===== config.mk =====
export PLATFORM = sky130hd
export DESIGN_NAME = adcav_ctrl
export DESIGN_NICKNAME = d
export VERILOG_FILES = /design/src/rtl/adcav_pkg.sv /design/src/rtl/adcav_accum.sv /design/src/rtl/adcav_ctrl.sv
export SDC_FILE = /design/constraint.sdc
export NUM_CORES = 1
export LEC_CHECK = 0
export ABC_AREA = 1
export BUFFER_PORTS_ARGS = -buffer_cell sky130_fd_sc_hd__buf_2
export CAP_MARGIN = 20
export CORE_ASPECT_RATIO = 1.1
export CORE_MARGIN = 2
export CORE_UTILIZATION = 53
export CTS_CLUSTER_DIAMETER = 100
export DETAILED_ROUTE_END_ITERATION = 8
export GPL_ROUTABILITY_DRIVEN = 0
export PLACE_DENSITY = 0.72
export REMOVE_ABC_BUFFERS = 1
export SLEW_MARGIN = 10
export SYNTH_ARGS = -nofsm -noshare
export SYNTH_HDL_FRONTEND = slang
export SYNTH_SLANG_ARGS = --single-unit

===== constraint.sdc =====
create_clock -name mclk -period 5.9 [get_ports mclk]
set_input_delay 0.59 -clock mclk [delete_from_list [all_inputs] [get_ports mclk]]
set_output_delay 0.59 -clock mclk [all_outputs]
set_load 0.05 [all_outputs]

===== src/rtl/adcav_pkg.sv =====
// Shared constants and types of the converter averaging control
package adcav_pkg;
  localparam int RES_W = 12;        // Conversion result width
  localparam int OUT_W = 16;        // Result register width
  localparam int AVG_W = 3;         // Averaging select width, N = 2**sel
  localparam int CH_W  = 4;         // Scan channel offset width

  localparam logic [OUT_W-1:0] RESULT_RST = 16'h0000;
  localparam logic [CH_W-1:0]  CHAN_RST   = 4'h0;

  typedef enum logic [1:0] {
    ADCAV_IDLE = 2'b00,
    ADCAV_CONV = 2'b01,
    ADCAV_AVG  = 2'b10
  } adcav_state_t;
endpackage


===== src/rtl/adcav_accum.sv =====
// Sample accumulator of the averaging control
`timescale 1ns/1ps
module adcav_accum #(
  parameter int W = 19
) (
  input  wire logic         mclk,    // Peripheral clock
  input  wire logic         rst_n,   // Asynchronous reset, active low
  input  wire logic         clk_en,  // Freezes the sum while low
  input  wire logic         clr,     // Empties the sum
  input  wire logic         add,     // Adds din to the sum
  input  wire logic [W-1:0] din,     // Extended, corrected sample
  output logic      [W-1:0] acc_q    // Running sum
);
  always_ff @(posedge mclk or negedge rst_n) begin
    if (!rst_n) begin
      acc_q <= '0;
    end else if (clk_en) begin
      if (clr) begin
        acc_q <= '0;
      end else if (add) begin
        acc_q <= acc_q + din;
      end
    end
  end
endmodule


===== src/rtl/adcav_ctrl.sv =====
// Converter averaging, scan stepping and start control
`timescale 1ns/1ps
module adcav_ctrl #(
  parameter int RES_W = adcav_pkg::RES_W,
  parameter int AVG_W = adcav_pkg::AVG_W,
  parameter int CH_W  = adcav_pkg::CH_W
) (
  input  wire logic                        mclk,         // Peripheral clock
  input  wire logic                        rst_n,        // Asynchronous reset
  input  wire logic                        clk_en,       // Freezes all state while low
  input  wire logic                        enable,       // Converter enable, low flushes
  input  wire logic                        free_run,     // Free-running conversions
  input  wire logic                        start_set,    // Software sets start bit
  input  wire logic                        event_en,     // Event trigger enable
  input  wire logic                        event_trig,   // Incoming event pulse
  input  wire logic                        scan_en,      // Channel scan enable
  input  wire logic [CH_W-1:0]             scan_last,    // Last scan channel offset
  input  wire logic [AVG_W-1:0]            avg_sel,      // Average of 2**avg_sel
  input  wire logic                        unsigned_md,  // Unsigned mode
  input  wire logic                        offset_en,    // Offset correction on, unsigned mode only
  input  wire logic [RES_W-1:0]            offset_val,   // Offset to remove
  input  wire logic                        done_clr,     // Clears the done flag
  input  wire logic                        sample_done,  // Sampler result valid
  input  wire logic [RES_W-1:0]            sample_data,  // Sampler result
  output logic                             sample_req_q, // Starts one conversion
  output logic                             start_q,      // Start bit
  output logic                             busy_q,       // Sequence running
  output logic [CH_W-1:0]                  chan_q,       // Scan channel offset
  output logic [adcav_pkg::OUT_W-1:0]      result_q,     // Averaged result
  output logic                             avg_done_q    // End of averaging flag
);
  localparam int OUT_W = adcav_pkg::OUT_W;
  localparam int CNT_W = (1 << AVG_W) - 1;
  localparam int ACC_W = RES_W + CNT_W;

  ////////////////////////////////////////////////////////////////////////////
  function automatic logic [OUT_W-1:0] avg_fn(input logic [ACC_W-1:0] acc,
                                               input logic [AVG_W-1:0] sel,
                                               input logic             uns);
    logic [ACC_W-1:0] sh;
    sh = uns ? (acc >> sel) : ACC_W'($signed(acc) >>> sel);
    avg_fn = uns ? OUT_W'(sh) : OUT_W'($signed(sh));
  endfunction

  function automatic logic [ACC_W-1:0] corr_fn(input logic [RES_W-1:0] d,
                                               input logic [RES_W-1:0] off,
                                               input logic             uns,
                                               input logic             oen);
    logic [RES_W-1:0] v;
    v = d;
    if (uns && oen) begin
      v = (d > off) ? RES_W'(d - off) : '0;
    end
    corr_fn = uns ? ACC_W'(v) : ACC_W'($signed(v));
  endfunction

  ////////////////////////////////////////////////////////////////////////////
  adcav_pkg::adcav_state_t st_q;
  adcav_pkg::adcav_state_t st_d;
  logic [CNT_W-1:0]        cnt_q;
  logic [CNT_W-1:0]        cnt_last;
  logic [ACC_W-1:0]        acc_q;
  logic                    fr_mode_q;
  logic                    fr_stop;
  logic                    trig;
  logic                    add;
  logic                    last;
  logic                    in_avg;

  assign cnt_last = CNT_W'((1 << avg_sel) - 1);
  assign last     = (cnt_q == cnt_last);
  assign fr_stop  = fr_mode_q && !free_run;
  assign trig     = start_q || (event_en && event_trig) || free_run;
  assign add      = enable && (st_q == adcav_pkg::ADCAV_CONV) && sample_done && !fr_stop;
  assign in_avg   = enable && (st_q == adcav_pkg::ADCAV_AVG);

  always_comb begin
    st_d = st_q;
    if (!enable) begin
      st_d = adcav_pkg::ADCAV_IDLE;
    end else begin
      case (st_q)
        adcav_pkg::ADCAV_IDLE: begin
          if (trig) begin
            st_d = adcav_pkg::ADCAV_CONV;
          end
        end
        adcav_pkg::ADCAV_CONV: begin
          if (fr_stop) begin
            st_d = adcav_pkg::ADCAV_IDLE;
          end else if (sample_done && last) begin
            st_d = adcav_pkg::ADCAV_AVG;
          end
        end
        adcav_pkg::ADCAV_AVG: st_d = adcav_pkg::ADCAV_IDLE;
        default:              st_d = adcav_pkg::ADCAV_IDLE;
      endcase
    end
  end

  always_ff @(posedge mclk or negedge rst_n) begin
    if (!rst_n) begin
      st_q   <= adcav_pkg::ADCAV_IDLE;
      busy_q <= 1'b0;
    end else if (clk_en) begin
      st_q   <= st_d;
      busy_q <= (st_d != adcav_pkg::ADCAV_IDLE);
    end
  end

  ////////////////////////////////////////////////////////////////////////////
  // Conversion requests: first from the trigger, the rest from each result but the last
  always_ff @(posedge mclk or negedge rst_n) begin
    if (!rst_n) begin
      sample_req_q <= 1'b0;
    end else if (clk_en) begin
      sample_req_q <= (enable && st_q == adcav_pkg::ADCAV_IDLE && trig) ||
                      (add && !last);
    end
  end

  always_ff @(posedge mclk or negedge rst_n) begin
    if (!rst_n) begin
      start_q <= 1'b0;
    end else if (clk_en) begin
      if (start_set) begin
        start_q <= 1'b1;
      end else if (!enable || st_q == adcav_pkg::ADCAV_IDLE) begin
        start_q <= 1'b0;
      end
    end
  end

  always_ff @(posedge mclk or negedge rst_n) begin
    if (!rst_n) begin
      fr_mode_q <= 1'b0;
    end else if (clk_en) begin
      if (!enable) begin
        fr_mode_q <= 1'b0;
      end else if (st_q == adcav_pkg::ADCAV_IDLE && trig) begin
        fr_mode_q <= free_run && !start_q && !(event_en && event_trig);
      end
    end
  end

  // Count survives a free-run stop; disabling or the last sample of an average empties it
  always_ff @(posedge mclk or negedge rst_n) begin
    if (!rst_n) begin
      cnt_q <= '0;
    end else if (clk_en) begin
      if (!enable) begin
        cnt_q <= '0;
      end else if (add) begin
        cnt_q <= last ? '0 : cnt_q + 1'b1;
      end
    end
  end

  adcav_accum #(
    .W (ACC_W)
  ) u_accum (
    .mclk   (mclk),
    .rst_n  (rst_n),
    .clk_en (clk_en),
    .clr    (!enable || in_avg),
    .add    (add),
    .din    (corr_fn(sample_data, offset_val, unsigned_md, offset_en)),
    .acc_q  (acc_q)
  );

  ////////////////////////////////////////////////////////////////////////////
  always_ff @(posedge mclk or negedge rst_n) begin
    if (!rst_n) begin
      result_q <= adcav_pkg::RESULT_RST;
    end else if (clk_en && in_avg) begin
      result_q <= avg_fn(acc_q, avg_sel, unsigned_md);
    end
  end

  always_ff @(posedge mclk or negedge rst_n) begin
    if (!rst_n) begin
      chan_q <= adcav_pkg::CHAN_RST;
    end else if (clk_en) begin
      if (!enable) begin
        chan_q <= adcav_pkg::CHAN_RST;
      end else if (in_avg && scan_en) begin
        chan_q <= (chan_q >= scan_last) ? '0 : chan_q + 1'b1;
      end
    end
  end

  // Set wins over a clear in the same cycle
  always_ff @(posedge mclk or negedge rst_n) begin
    if (!rst_n) begin
      avg_done_q <= 1'b0;
    end else if (clk_en) begin
      if (in_avg) begin
        avg_done_q <= 1'b1;
      end else if (done_clr || !enable) begin
        avg_done_q <= 1'b0;
      end
    end
  end

  ////////////////////////////////////////////////////////////////////////////
  property p_start_clr;
    @(posedge mclk) disable iff (!rst_n)
    clk_en && enable && !start_set && start_q && st_q == adcav_pkg::ADCAV_IDLE
      |=> !start_q && sample_req_q;
  endproperty
  a_start_clr: assert property (p_start_clr) else $error("start bit not cleared");

  property p_next_req;
    @(posedge mclk) disable iff (!rst_n)
    clk_en && add && !last |=> sample_req_q && st_q == adcav_pkg::ADCAV_CONV;
  endproperty
  a_next_req: assert property (p_next_req) else $error("no follow-on conversion");

  property p_done_after_avg;
    @(posedge mclk) disable iff (!rst_n)
    $rose(avg_done_q) |-> $past(in_avg) && $past(clk_en) && $past(cnt_q) == '0;
  endproperty
  a_done_after_avg: assert property (p_done_after_avg) else $error("early done flag");

  property p_event_start;
    @(posedge mclk) disable iff (!rst_n)
    clk_en && enable && st_q == adcav_pkg::ADCAV_IDLE && event_en && event_trig
      |=> sample_req_q ##0 busy_q;
  endproperty
  a_event_start: assert property (p_event_start) else $error("event ignored");

  property p_zero_fill;
    @(posedge mclk) disable iff (!rst_n)
    clk_en && in_avg && unsigned_md |=> result_q[OUT_W-1:RES_W] == '0;
  endproperty
  a_zero_fill: assert property (p_zero_fill) else $error("upper bits not zero");

  property p_fr_keep;
    @(posedge mclk) disable iff (!rst_n)
    clk_en && enable && st_q == adcav_pkg::ADCAV_CONV && fr_stop
      |=> st_q == adcav_pkg::ADCAV_IDLE && acc_q == $past(acc_q) && cnt_q == $past(cnt_q);
  endproperty
  a_fr_keep: assert property (p_fr_keep) else $error("free-run stop lost sum");

  property p_sat_zero;
    @(posedge mclk) disable iff (!rst_n)
    clk_en && add && unsigned_md && offset_en && sample_data <= offset_val
      |=> acc_q == $past(acc_q);
  endproperty
  a_sat_zero: assert property (p_sat_zero) else $error("offset not saturated");

  property p_chan_hold;
    @(posedge mclk) disable iff (!rst_n)
    clk_en && enable && !in_avg |=> chan_q == $past(chan_q);
  endproperty
  a_chan_hold: assert property (p_chan_hold) else $error("channel moved mid-average");

  property p_result;
    @(posedge mclk) disable iff (!rst_n)
    clk_en && in_avg
      |=> result_q == avg_fn($past(acc_q), $past(avg_sel), $past(unsigned_md)) && acc_q == '0;
  endproperty
  a_result: assert property (p_result) else $error("wrong averaged result");
endmodule


# Word-level counts from Yosys, hierarchy flattened
# Cells that the tools add are included.
# word_totals
register_bits,53
input_bits,44
output_inout_bits,24
wordCells,88
# op_classes
add_sub_neg,5
n_lt_le_gt_ge,2
eq_ne,6
shift,3
muxes,23
reduce_logical,39
# ops
cell,count
19-bit two-way mux,3
12-bit two-way mux,2
7-bit two-way mux,3
19-bit adder,1
19-bit by 3-bit right shift with 16-bit output,1
19-bit by 3-bit >>> shifter with 16-bit output,1
1-bit logical AND,16
16-bit two-way mux,1
12-bit > comparator,1
4-bit two-way mux,3
2-bit AND reduction,6
12-bit subtractor,1
2-bit two-way mux,4
2-bit nonzero test,4
7-bit by 1-bit adder with 7-bit output (second input constant),1
7-bit equality test,1
1-bit by 3-bit left shift with 7-bit output (first input constant),1
7-bit by 2-bit subtractor with 7-bit output (second input constant),1
1-bit logical NOT,6
1-bit logical OR,6
1-bit two-way mux,6
2-bit by 1-bit inequality test with 1-bit output (second input constant),3
4-bit by 1-bit adder with 4-bit output (second input constant),1
4-bit greater-or-equal comparator,1
other kinds (4),4

# Longest topological paths before layout
# Gate-level depths: netlist of run 1.
# logic_depth
word_depth,9
depth_mapped,23
depth_no_buf,22

# Modules after synthesis
# A second synthesis of run 1 with hierarchy kept.
# hier_totals
hier_cells,755
hier_area_um2,5053.6
# modules_own_cells
mod,instances,cells_per_inst,area_per_inst_um2,seq_area_each_um2
adcav_ctrl,1,481,3241.9,850.8
adcav_accum,1,274,1811.7,475.5

# Worst setup path after synthesis of run 1
# OpenSTA, ideal clock, no wires.
# synth_path
path_type,input to register
start,in sample_data[0]
end,reg u_accum.acc_q[10]
setup_ps,117
t_arrival_ps,3404
required_ps,5783
path_slack_ps,2379
stages,21
n_path_buf,1
path_cell_list,inv_1 ha_1 fa_1 o21ai_2 nand3_1 nand4_1 nand2_1 buf_6 o22ai_1 ha_1 inv_1 fa_1 inv_1 nand3_1 nand2_1 nand3_1 nand2_1 a21oi_1 or2_1 nand3_1 nand2_1
# synth_via
elab_chain_cells,7
elab_cells_between_ends,8
classes_between,add/sub (2); order compare (1); mux (5)
# synth_rtl
item,line,rtl
"start, declared",adcav_ctrl.sv:24,"input wire logic [RES_W-1:0] sample_data,"
12-bit subtractor / 12-bit > comparator (equally long branches),adcav_ctrl.sv:52,v = (d > off) ? RES_W'(d - off) : '0;
12-bit two-way mux,adcav_ctrl.sv:52,
12-bit two-way mux *,adcav_ctrl.sv:51,if (uns && oen) begin
19-bit two-way mux *,adcav_ctrl.sv:54,corr_fn = uns ? ACC_W'(v) : ACC_W'($signed(v));
19-bit adder *,adcav_accum.sv:21,acc_q <= acc_q + din;
19-bit two-way mux *,adcav_accum.sv:20,end else if (add) begin
19-bit two-way mux *,adcav_accum.sv:18,if (clr) begin
"end signal, assigned",adcav_accum.sv:21,
"end, declared",adcav_accum.sv:12,output logic [W-1:0] acc_q
# Mark *: on every way between the ends. The rest lies on a longest branch, timed or not. The select of a mux whose other input is x is not followed.
# A chain may end at the register's enable or synchronous reset.

# Worst setup path after layout of run 1
# Same ends and word-level chain as after synthesis.

==> results of run 1 <==
## power by group through the flow
stage | logic, uW | registers (uW) | clock network [uW]
2_1_floorplan | 206 | 482 | 0
3_3_place_gp | 368 | 420 | 0
3_5_place_dp | 374 | 422 | 0
4_1_cts | 376 | 415 | 213
5_1_grt | 421 | 419 | 227
6_report | 377 | 415 | 209
## final cells by class
| class | count | share of cell area, % |
|---|---|---|
| Tap cell | 114 | 2.660 |
| Sequential cell | 53 | 24.74 |
| Inverter | 88 | 6.161 |
| Clock buffer | 7 | 1.424 |
| Timing Repair Buffer | 68 | 6.394 |
| Clock inverter | 1 | 0.1400 |
| Multi-Input combinational cell | 575 | 58.48 |
## layer usage
metal,global-route usage [%],routed length (microns),share of wire [%]
met1,33.99,5674,45
met2,44.41,6165,49
met3,3.317,604,4.8
met4,8.878,259,2.0
met5,0,0,0
## cell families (layout without fill, tap and decap cells)
group | after synthesis | count (layout) | share of synthesized area (%)
multiplexers | 2 | 2 | 0.4086
AO/OA/AOI/OAI | 163 | 163 | 18.49
XOR/XNOR | 19 | 19 | 3.396
flip-flops | 53 | 53 | 27.07
buffers and inverters | 107 | 164 | 8.938
adder cells (fa/ha/maj) | 40 | 40 | 10.52
AND/OR/NAND/NOR | 351 | 351 | 31.18
## synth_stat cells, drive strengths merged, types with 7 or more instances
| cell | number |
|---|---|
| a21oi | 45 |
| a31oi | 8 |
| buf | 14 |
| dfrtp | 53 |
| ha | 38 |
| inv | 88 |
| nand2 | 203 |
| nand3 | 46 |
| nand3b | 7 |
| nand4 | 20 |
| nor2 | 61 |
| nor3 | 10 |
| o21ai | 82 |
| o22ai | 9 |
| xnor2 | 8 |
| xor2 | 11 |
## stage by stage
stage                     cells  area (sq um)  hold WS [ns]  power, uW
after floorplan             716          4792        0.2944      688.1
after global placement      898          5278        0.4630      788.6
after detailed placement    898          5278        0.4677      796.5
after CTS                   906          5361        0.4142       1004
after global routing        906          5361        0.4533       1067
final                       906          5361        0.3771       1001
## sequential cells by signal, indices dropped and copies added, names as in the netlist
signal / count
busy_q: 1
sample_req_q: 1
u_accum.acc_q: 19
avg_done_q: 1
st_q: 2
result_q: 16
fr_mode_q: 1
chan_q: 4
start_q: 1
cnt_q: 7
## worst max-delay path by stage
stage | from | to | slack, ns | cells after the start
global route | sample_data[0] | u_accum.acc_q[10] | 1.93 | 21
detailed placement | sample_data[0] | u_accum.acc_q[10] | 1.95 | 21
finish | sample_data[0] | u_accum.acc_q[10] | 2.25 | 21
global placement | sample_data[0] | u_accum.acc_q[10] | 2.04 | 21
floorplan | sample_data[0] | u_accum.acc_q[10] | 2.36 | 20
CTS | sample_data[0] | u_accum.acc_q[10] | 2.29 | 21
## critical path, delay by kind of cell
kind                     cells  cell delay, ns
AO/OA/AOI/OAI                3            0.50
buffers and inverters        4            0.27
adder cells (fa/ha/maj)      4            1.30
AND/OR/NAND/NOR             10            1.19
==> out/metrics.cfg, run 1 <==
[status]
status = completed

[global_route]
antenna_found_initial = 0
grt_pass1_vias = 4889
grt_pass1_wl_mm = 21.56
grt_usage_pct = 26.22
grt_overflow = 0
grt_max_degree = 54

[critical_path]
max_stage_delay_ns = 0.47
cp_cell_sequence = buf_2 -> inv_1 -> ha_1 -> fa_1 -> o21ai_2 -> nand3_1 -> nand4_1 -> nand2_1 -> o22ai_1 -> ha_1 -> inv_1 -> fa_1 -> inv_1 -> nand3_1 -> nand2_1 -> nand3_1 -> nand2_1 -> a21oi_1 -> or2_1 -> nand3_1 -> nand2_1
crit_arrival_ns = 3.86
critPathMaxFanout = 11
end_kind = flip-flop
worstReg2RegStart = u_accum.acc_q[13]
required_ns = 6.11
critPathSlowestCell = fa_1
reg2reg_depth = 10
regToRegSetupSlack_ns = 3.81
startpoint_type = input port
crit_type = in -> reg
r2r-end = u_accum.acc_q[18]

[timing]
drv_slew = 0
period_share_pct = 61.79
tns_ns = 0
max_freq_ghz = 0.2743
slew_headroom_pct = 44.45
worst_clock_skew_ns = 0.02000
hold_viol = 0
tightestPinTransition_ns = 0.8305
setup_viol = 0
grt_setup_unrepaired = no
setup_slack_ns = 2.254
fin_crit_ns = 3.646

[layout]
final_common_cell = nand2_1
drive_above_1_share_pct = 12.63
area_growth_pct = 9.423
antenna-diode-count = 0
final_nets = 875
utilization_pct = 60.11
fillers = 910
multi_input_area_sq_um = 3136
seqCellArea_sq_um = 1326
final_cell_mix = nand2_1, inv_1, buf_2

[die]
dieHeight_microns = 104.8
start_util_pct = 54.94
coreArea_sq_um = 8919
fp.dieW_microns = 95.68
ios = 68
rows = 36
die-area_sq_um = 10030

[drt]
wirelength_mm = 12.70
via_per_inst = 5.650
drt_iter0_markers = 281
first_pass_iters = 5
wl_per_cell_microns = 14.02
drcViolationCount = 0
vias = 5119
ant_nets = 0

[synthesis]
synth_edf_count = 0
avgSynthCellArea_sq_um = 6.666
ys_types = 44
syn_area_sq_um = 4900
ys.warnings.count = 0
ys_ff_latch = 53
ys_seq_area_share_pct = 27.07
async_flop_share_pct = 100.0
netlist.area_leader.share_pct = 27.07
syn_inst = 735
synth_top_area_cell = dfrtp_1
yosys-top-cells-area = dfrtp_1, nand2_1, ha_1
synth_ff_type = dfrtp_1

[clock_network]
cts.path.max_buffers = 2
clock_sinks = 53
numCtsBuffers = 5
root_buffer = clkbuf_8
cts.clk_slew.worst_paths_ns = 0.10
insertion_delay_ns = 0.32
cts_tree = yes
postCtsResizedCells = 0
cts_htree_levels = 2
cts_hold_buf = 0
cts_setup_buffers = 0

[hold_path]
hp-class = in -> async

[power]
p_seq_share_pct = 41.4
p_leak_uw = 0.002855
power.switching_uw = 408.0
p_comb_share_pct = 37.7
intPower_uw = 592.9
p_per_area_nw_per_um2 = 186.7
p_clk_share_pct = 20.9
vdd_drop_max_mv = 0.09438
p_sw_share_pct = 40.76

[run]
max_cap_viol_count = 0

[placed_design]
dp_slack_ns = 1.946
dp_hpwl_mm = 10.19
port_buffers = 67

(Power assumes the default switching activity.)
==> inputs of run 2 (changes only) <==
PLACE_DENSITY = 0.74   (was 0.72)
clock period = 3.1 ns   (was 5.9 ns; I/O delays follow)
==> out/metrics.cfg, run 2 (synthesis results as in run 1) <==
[global_route]
grt_overflow = 0
grt_pass1_vias = 5137
grt_max_degree = 29
grt_pass1_wl_mm = 22.67
antenna_found_initial = 0
grt_usage_pct = 27.54

[die]
rows = 36
die-area_sq_um = 10030
fp.dieW_microns = 95.68
coreArea_sq_um = 8919
ios = 68
dieHeight_microns = 104.8
start_util_pct = 54.94

[critical_path]
crit_type = in -> reg
max_stage_delay_ns = 0.38
critPathMaxFanout = 5
critPathSlowestCell = fa_1
path_common_cell = nand3_1
required_ns = 3.30
end_kind = flip-flop
worstReg2RegStart = u_accum.acc_q[13]
worstSetupStartpoint = sample_data[0]
reg2reg_depth = 10
crit_arrival_ns = 3.12
cp_cell_sequence = buf_2 -> inv_1 -> ha_1 -> fa_2 -> o21ai_2 -> nand3_1 -> nand4_1 -> nand2_2 -> o22ai_1 -> ha_1 -> inv_1 -> fa_1 -> inv_1 -> nand3_1 -> nand2_2 -> nand3_1 -> nand2_2 -> a21oi_1 -> or2_1 -> nand3_1 -> nand2_1
startpoint_type = input port

[drt]
wl_per_cell_microns = 14.01
drcViolationCount = 0
vias = 5333
wirelength_mm = 13.55
via_per_inst = 5.515
first_pass_iters = 5
ant_nets = 0
drt_iter0_markers = 257

[hold_path]
hp-class = in -> async

[clock_network]
clock_sinks = 53
insertion_delay_ns = 0.31
cts_tree = yes
cts_htree_levels = 2
cts.path.max_buffers = 2
numCtsBuffers = 5
cts.clk_slew.worst_paths_ns = 0.11
root_buffer = clkbuf_8

[run]
max_cap_viol_count = 0

[power]
p_seq_share_pct = 39.0
p_sw_share_pct = 39.55
vdd_drop_max_mv = 0.2039
power.switching_uw = 801.8
intPower_uw = 1226
p_per_area_nw_per_um2 = 346.2
p_leak_uw = 0.003163
p_clk_share_pct = 20.6
p_comb_share_pct = 40.4

[layout]
final_nets = 936
max_flop_register = u_accum.acc_q
antenna-diode-count = 0
drive_above_1_share_pct = 20.05
largest_reg_flops = 19
final_cell_mix = nand2_1, inv_1, buf_2
final_common_cell = nand2_1
reg_top3 = u_accum.acc_q x19, result_q x16, cnt_q x7
final_cell_count_no_fill = 967
area_growth_pct = 19.54

[timing]
drv_slew = 0
worst_clock_skew_ns = 0.02086
hold_viol = 0
grt_setup_unrepaired = yes
fin_crit_ns = 2.916
setup_viol = 0
holdWs_ns = 0.001462
tightestPinTransition_ns = 0.6242
max_freq_ghz = 0.3430
period_share_pct = 94.06
slew_headroom_pct = 58.39

[placed_design]
port_buffers = 67
dp_hpwl_mm = 11.11
dp.cells = 958

[status]
status = completed

run 2: what timing repair did:
action / 4_1_cts / 5_1_grt
setup endpoints to repair: 0 / 12
gates resized for setup: 0 / 8
buffers inserted: 0 / 1
endpoints found under the hold margin: 0 / 0
hold buffers: 0 / 0
run 2: power groups by stage:
stage / combinational [uW] / clock [uW] / sequential, uW
after floorplan: 392 / 0 / 918
after global placement: 792 / 0 / 801
after detailed placement: 806 / 0 / 804
after CTS: 809 / 421 / 790
after global routing: 909 / 452 / 798
final: 819 / 418 / 790
run 2: path summary, 6_finish.rpt:
check / end / slack, ns
setup / recovery: u_accum.acc_q[10] / 0.18
hold / removal: sample_req_q / 0.001
setup reg to reg: u_accum.acc_q[18] / 1.14
hold reg to reg: result_q[4] / 0.49
max in group asynchronous: result_q[9] / 2.45
min in group mclk: start_q / 0.24
run 2: per-stage QoR:
stage	worst slack (ns)	utilization [%]	total power (uW)	TNS, ns	instance area (sq um)
floorplan	-0.1593	-	1310	-0.2838	4792
global placement	-0.1237	64.23	1593	-0.7252	5728
detailed placement	-0.2361	64.23	1610	-1.862	5728
CTS	0.07615	65.31	2020	0	5824
global route	-0.04470	65.67	2159	-0.07349	5857
finish	0.1841	65.67	2027	0	5857
run 2: cell type report:
type,instances,area (sq um)
repair buffers,129,800.8
inverters,88,330.3
fillers,815,3062
clock buffers,6,82.58
multi-input cells,575,3161
well taps,114,142.6
clock inverters,2,13.76
flip-flops and latches,53,1326
run 2: critical path, delay by kind of cell:
kind            cells  cell delay [ns]
fa+ha+maj           4             1.13
simple gates       10             1.05
buf+inv             4             0.25
compound gates      3             0.38
run 2: routing by layer:
metal	vias to the layer above	wire (microns)	part of all wire (%)	track usage, %
met2	155	6802	50	47.45
met5	-	0	0	0
met1	2456	5875	43	35.67
met3	25	595	4.4	3.389
met4	0	273	2.0	7.857
li1	2697	-	-	-
==> inputs of run 3 (changes only) <==
PLACE_DENSITY = 0.72   (was 0.74)
clock period = 2.8 ns   (was 3.1 ns; I/O delays follow)
==> out/metrics.cfg, run 3 (synthesis results as in run 1) <==
[critical_path]
end_kind = flip-flop
critPathSlowestCell = ha_1
crit_type = in -> reg
path_common_cell = nand2_1
crit_arrival_ns = 2.99
cp_top_family = simple AND/OR/NAND/NOR gates
crit_buf_inv = 3
critPathMaxFanout = 6
required_ns = 3.02
cp_cell_sequence = buf_2 -> ha_1 -> nand2_1 -> nor2_2 -> nand2_1 -> o21ai_1 -> inv_1 -> nand2_2 -> buf_4 -> nor2_1 -> nand2_1 -> nand2_1 -> ha_4 -> nand4_1 -> nor3_2 -> nand4_1 -> nand3_1 -> nand2_1 -> nand3_1 -> nand2_1
startpoint_type = input port
max_stage_delay_ns = 0.33

[die]
fp.dieW_microns = 95.68
coreArea_sq_um = 8919
rows = 36
start_util_pct = 54.94
die-area_sq_um = 10030
ios = 68
dieHeight_microns = 104.8

[global_route]
grt_usage_pct = 28.27
grt_pass1_wl_mm = 23.07
grt_overflow = 0
grt_pass1_vias = 5093
antenna_found_initial = 0
grt_max_degree = 54
busiest_layer = met2
use_met1_pct = 35.55
met2_usage_pct = 50.35
grtUsageMet3_pct = 2.956

[layout]
final_cell_mix = nand2_1, buf_4, inv_1
antenna-diode-count = 0
largest_reg_flops = 19
fin_area_sq_um = 6311
drive_above_1_share_pct = 27.70
final_common_cell = nand2_1
seqCellArea_sq_um = 1326
fillers = 784
final_nets = 964
utilization_pct = 70.76
area_growth_pct = 28.80
max_flop_register = u_accum.acc_q
reg_top3 = u_accum.acc_q x19, result_q x16, cnt_q x7
multi_input_area_sq_um = 3398

[power]
vdd_drop_max_mv = 0.1808
p_per_area_nw_per_um2 = 369.2
p_leak_uw = 0.003318

[timing]
grt_setup_unrepaired = yes
fin_crit_ns = 2.771
worst_clock_skew_ns = 0.01893
slew_headroom_pct = 54.99
max_freq_ghz = 0.3609
tightestPinTransition_ns = 0.6752
setup_viol = 0
period_share_pct = 98.95
hold_viol = 0
drv_slew = 0

[clock_network]
root_buffer = clkbuf_8
insertion_delay_ns = 0.32
clock_sinks = 53
cts.clk_slew.worst_paths_ns = 0.10
cts.path.max_buffers = 2
numCtsBuffers = 5
cts_htree_levels = 2
cts_tree = yes

[drt]
via_per_inst = 5.570
wl_per_cell_microns = 14.28
ant_nets = 0
vias = 5542
drcViolationCount = 0
first_pass_iters = 5
wirelength_mm = 14.21
drt_iter0_markers = 349

[hold_path]
hp-class = in -> async

[run]
max_cap_viol_count = 0

[status]
status = completed

[placed_design]
dpl_cell_area_sq_um = 5916
port_buffers = 67
dp_hpwl_mm = 11.03

==> run 3: cell count changes in the layout (fill, tap and decap cells not counted), moves of 5 or more <==
cell | before | now
o21ai_2 | 1 | 8
ha_1 | 38 | 32
a21oi_1 | 42 | 28
a21oi_2 | 3 | 16
o21ai_0 | 61 | 52
ha_4 | 0 | 5
nor2_1 | 57 | 52
nor2_2 | 2 | 7
buf_4 | 62 | 89
==> run 3: worst reg2reg max path: cells and delay by family, from the launching register on <==
kind	cells	cell delay [ns]
flops	1	0.45
simple gates	7	0.94
fa+ha+maj	1	0.41
==> run 3: final cells by class <==
class	count	area share, %
Inverter	88	5.274
Timing Repair Buffer	157	16.28
Clock buffer	7	1.209
Clock inverter	1	0.1190
Multi-Input combinational cell	575	53.85
Sequential cell	53	21.02
Tap cell	114	2.260
==> run 3: worst paths after layout <==
check                                  startpoint           endpoint  slack, ns  cells after the start
worst min register to register        result_q[1]        result_q[1]       0.48                      2
worst min-delay path                        rst_n         avg_done_q       0.07                      2
min in group mclk                       start_set            start_q       0.19                      2
max in group asynchronous                   rst_n   u_accum.acc_q[4]       2.26                      2
worst max-delay path               sample_data[7]  u_accum.acc_q[17]       0.03                     20
worst max register to register  u_accum.acc_q[14]  u_accum.acc_q[17]       0.90                      8
==> run 3: metal layers <==
layer,share of wire [%],vias up
met5,0,-
met2,51,186
met3,5.3,29
li1,-,2756
met1,42,2571
met4,2.2,0
==> run 3: metrics by stage <==
| step | setup slack [ns] | hold slack [ns] | instances | power [uW] | TNS, ns |
|---|---|---|---|---|---|
| floorplan | -0.4293 | -0.01559 | 716 | 1450 | -1.932 |
| global placement | -0.4667 | 0.4482 | 983 | 1801 | -5.017 |
| detailed placement | -0.5288 | 0.4484 | 983 | 1822 | -5.960 |
| CTS | 0.01474 | 0.1095 | 992 | 2274 | 0 |
| global route | -0.1427 | 0.1464 | 995 | 2472 | -0.7852 |
| finish | 0.02933 | 0.06903 | 995 | 2330 | 0 |
==> run 3: repair_timing <==
action | 4_1_cts | 5_1_grt
hold endpoints to repair | 0 | 0
buffers inserted | 1 | 3
pin swaps | 8 | 20
endpoints found under the setup margin | 11 | 14
gates resized for setup | 17 | 57
hold buffers | 0 | 0
==> run 3: report_power, final <==
part           internal [uW]  switching (uW)
clock network            178             258
logic                    394             624
registers                824            51.9
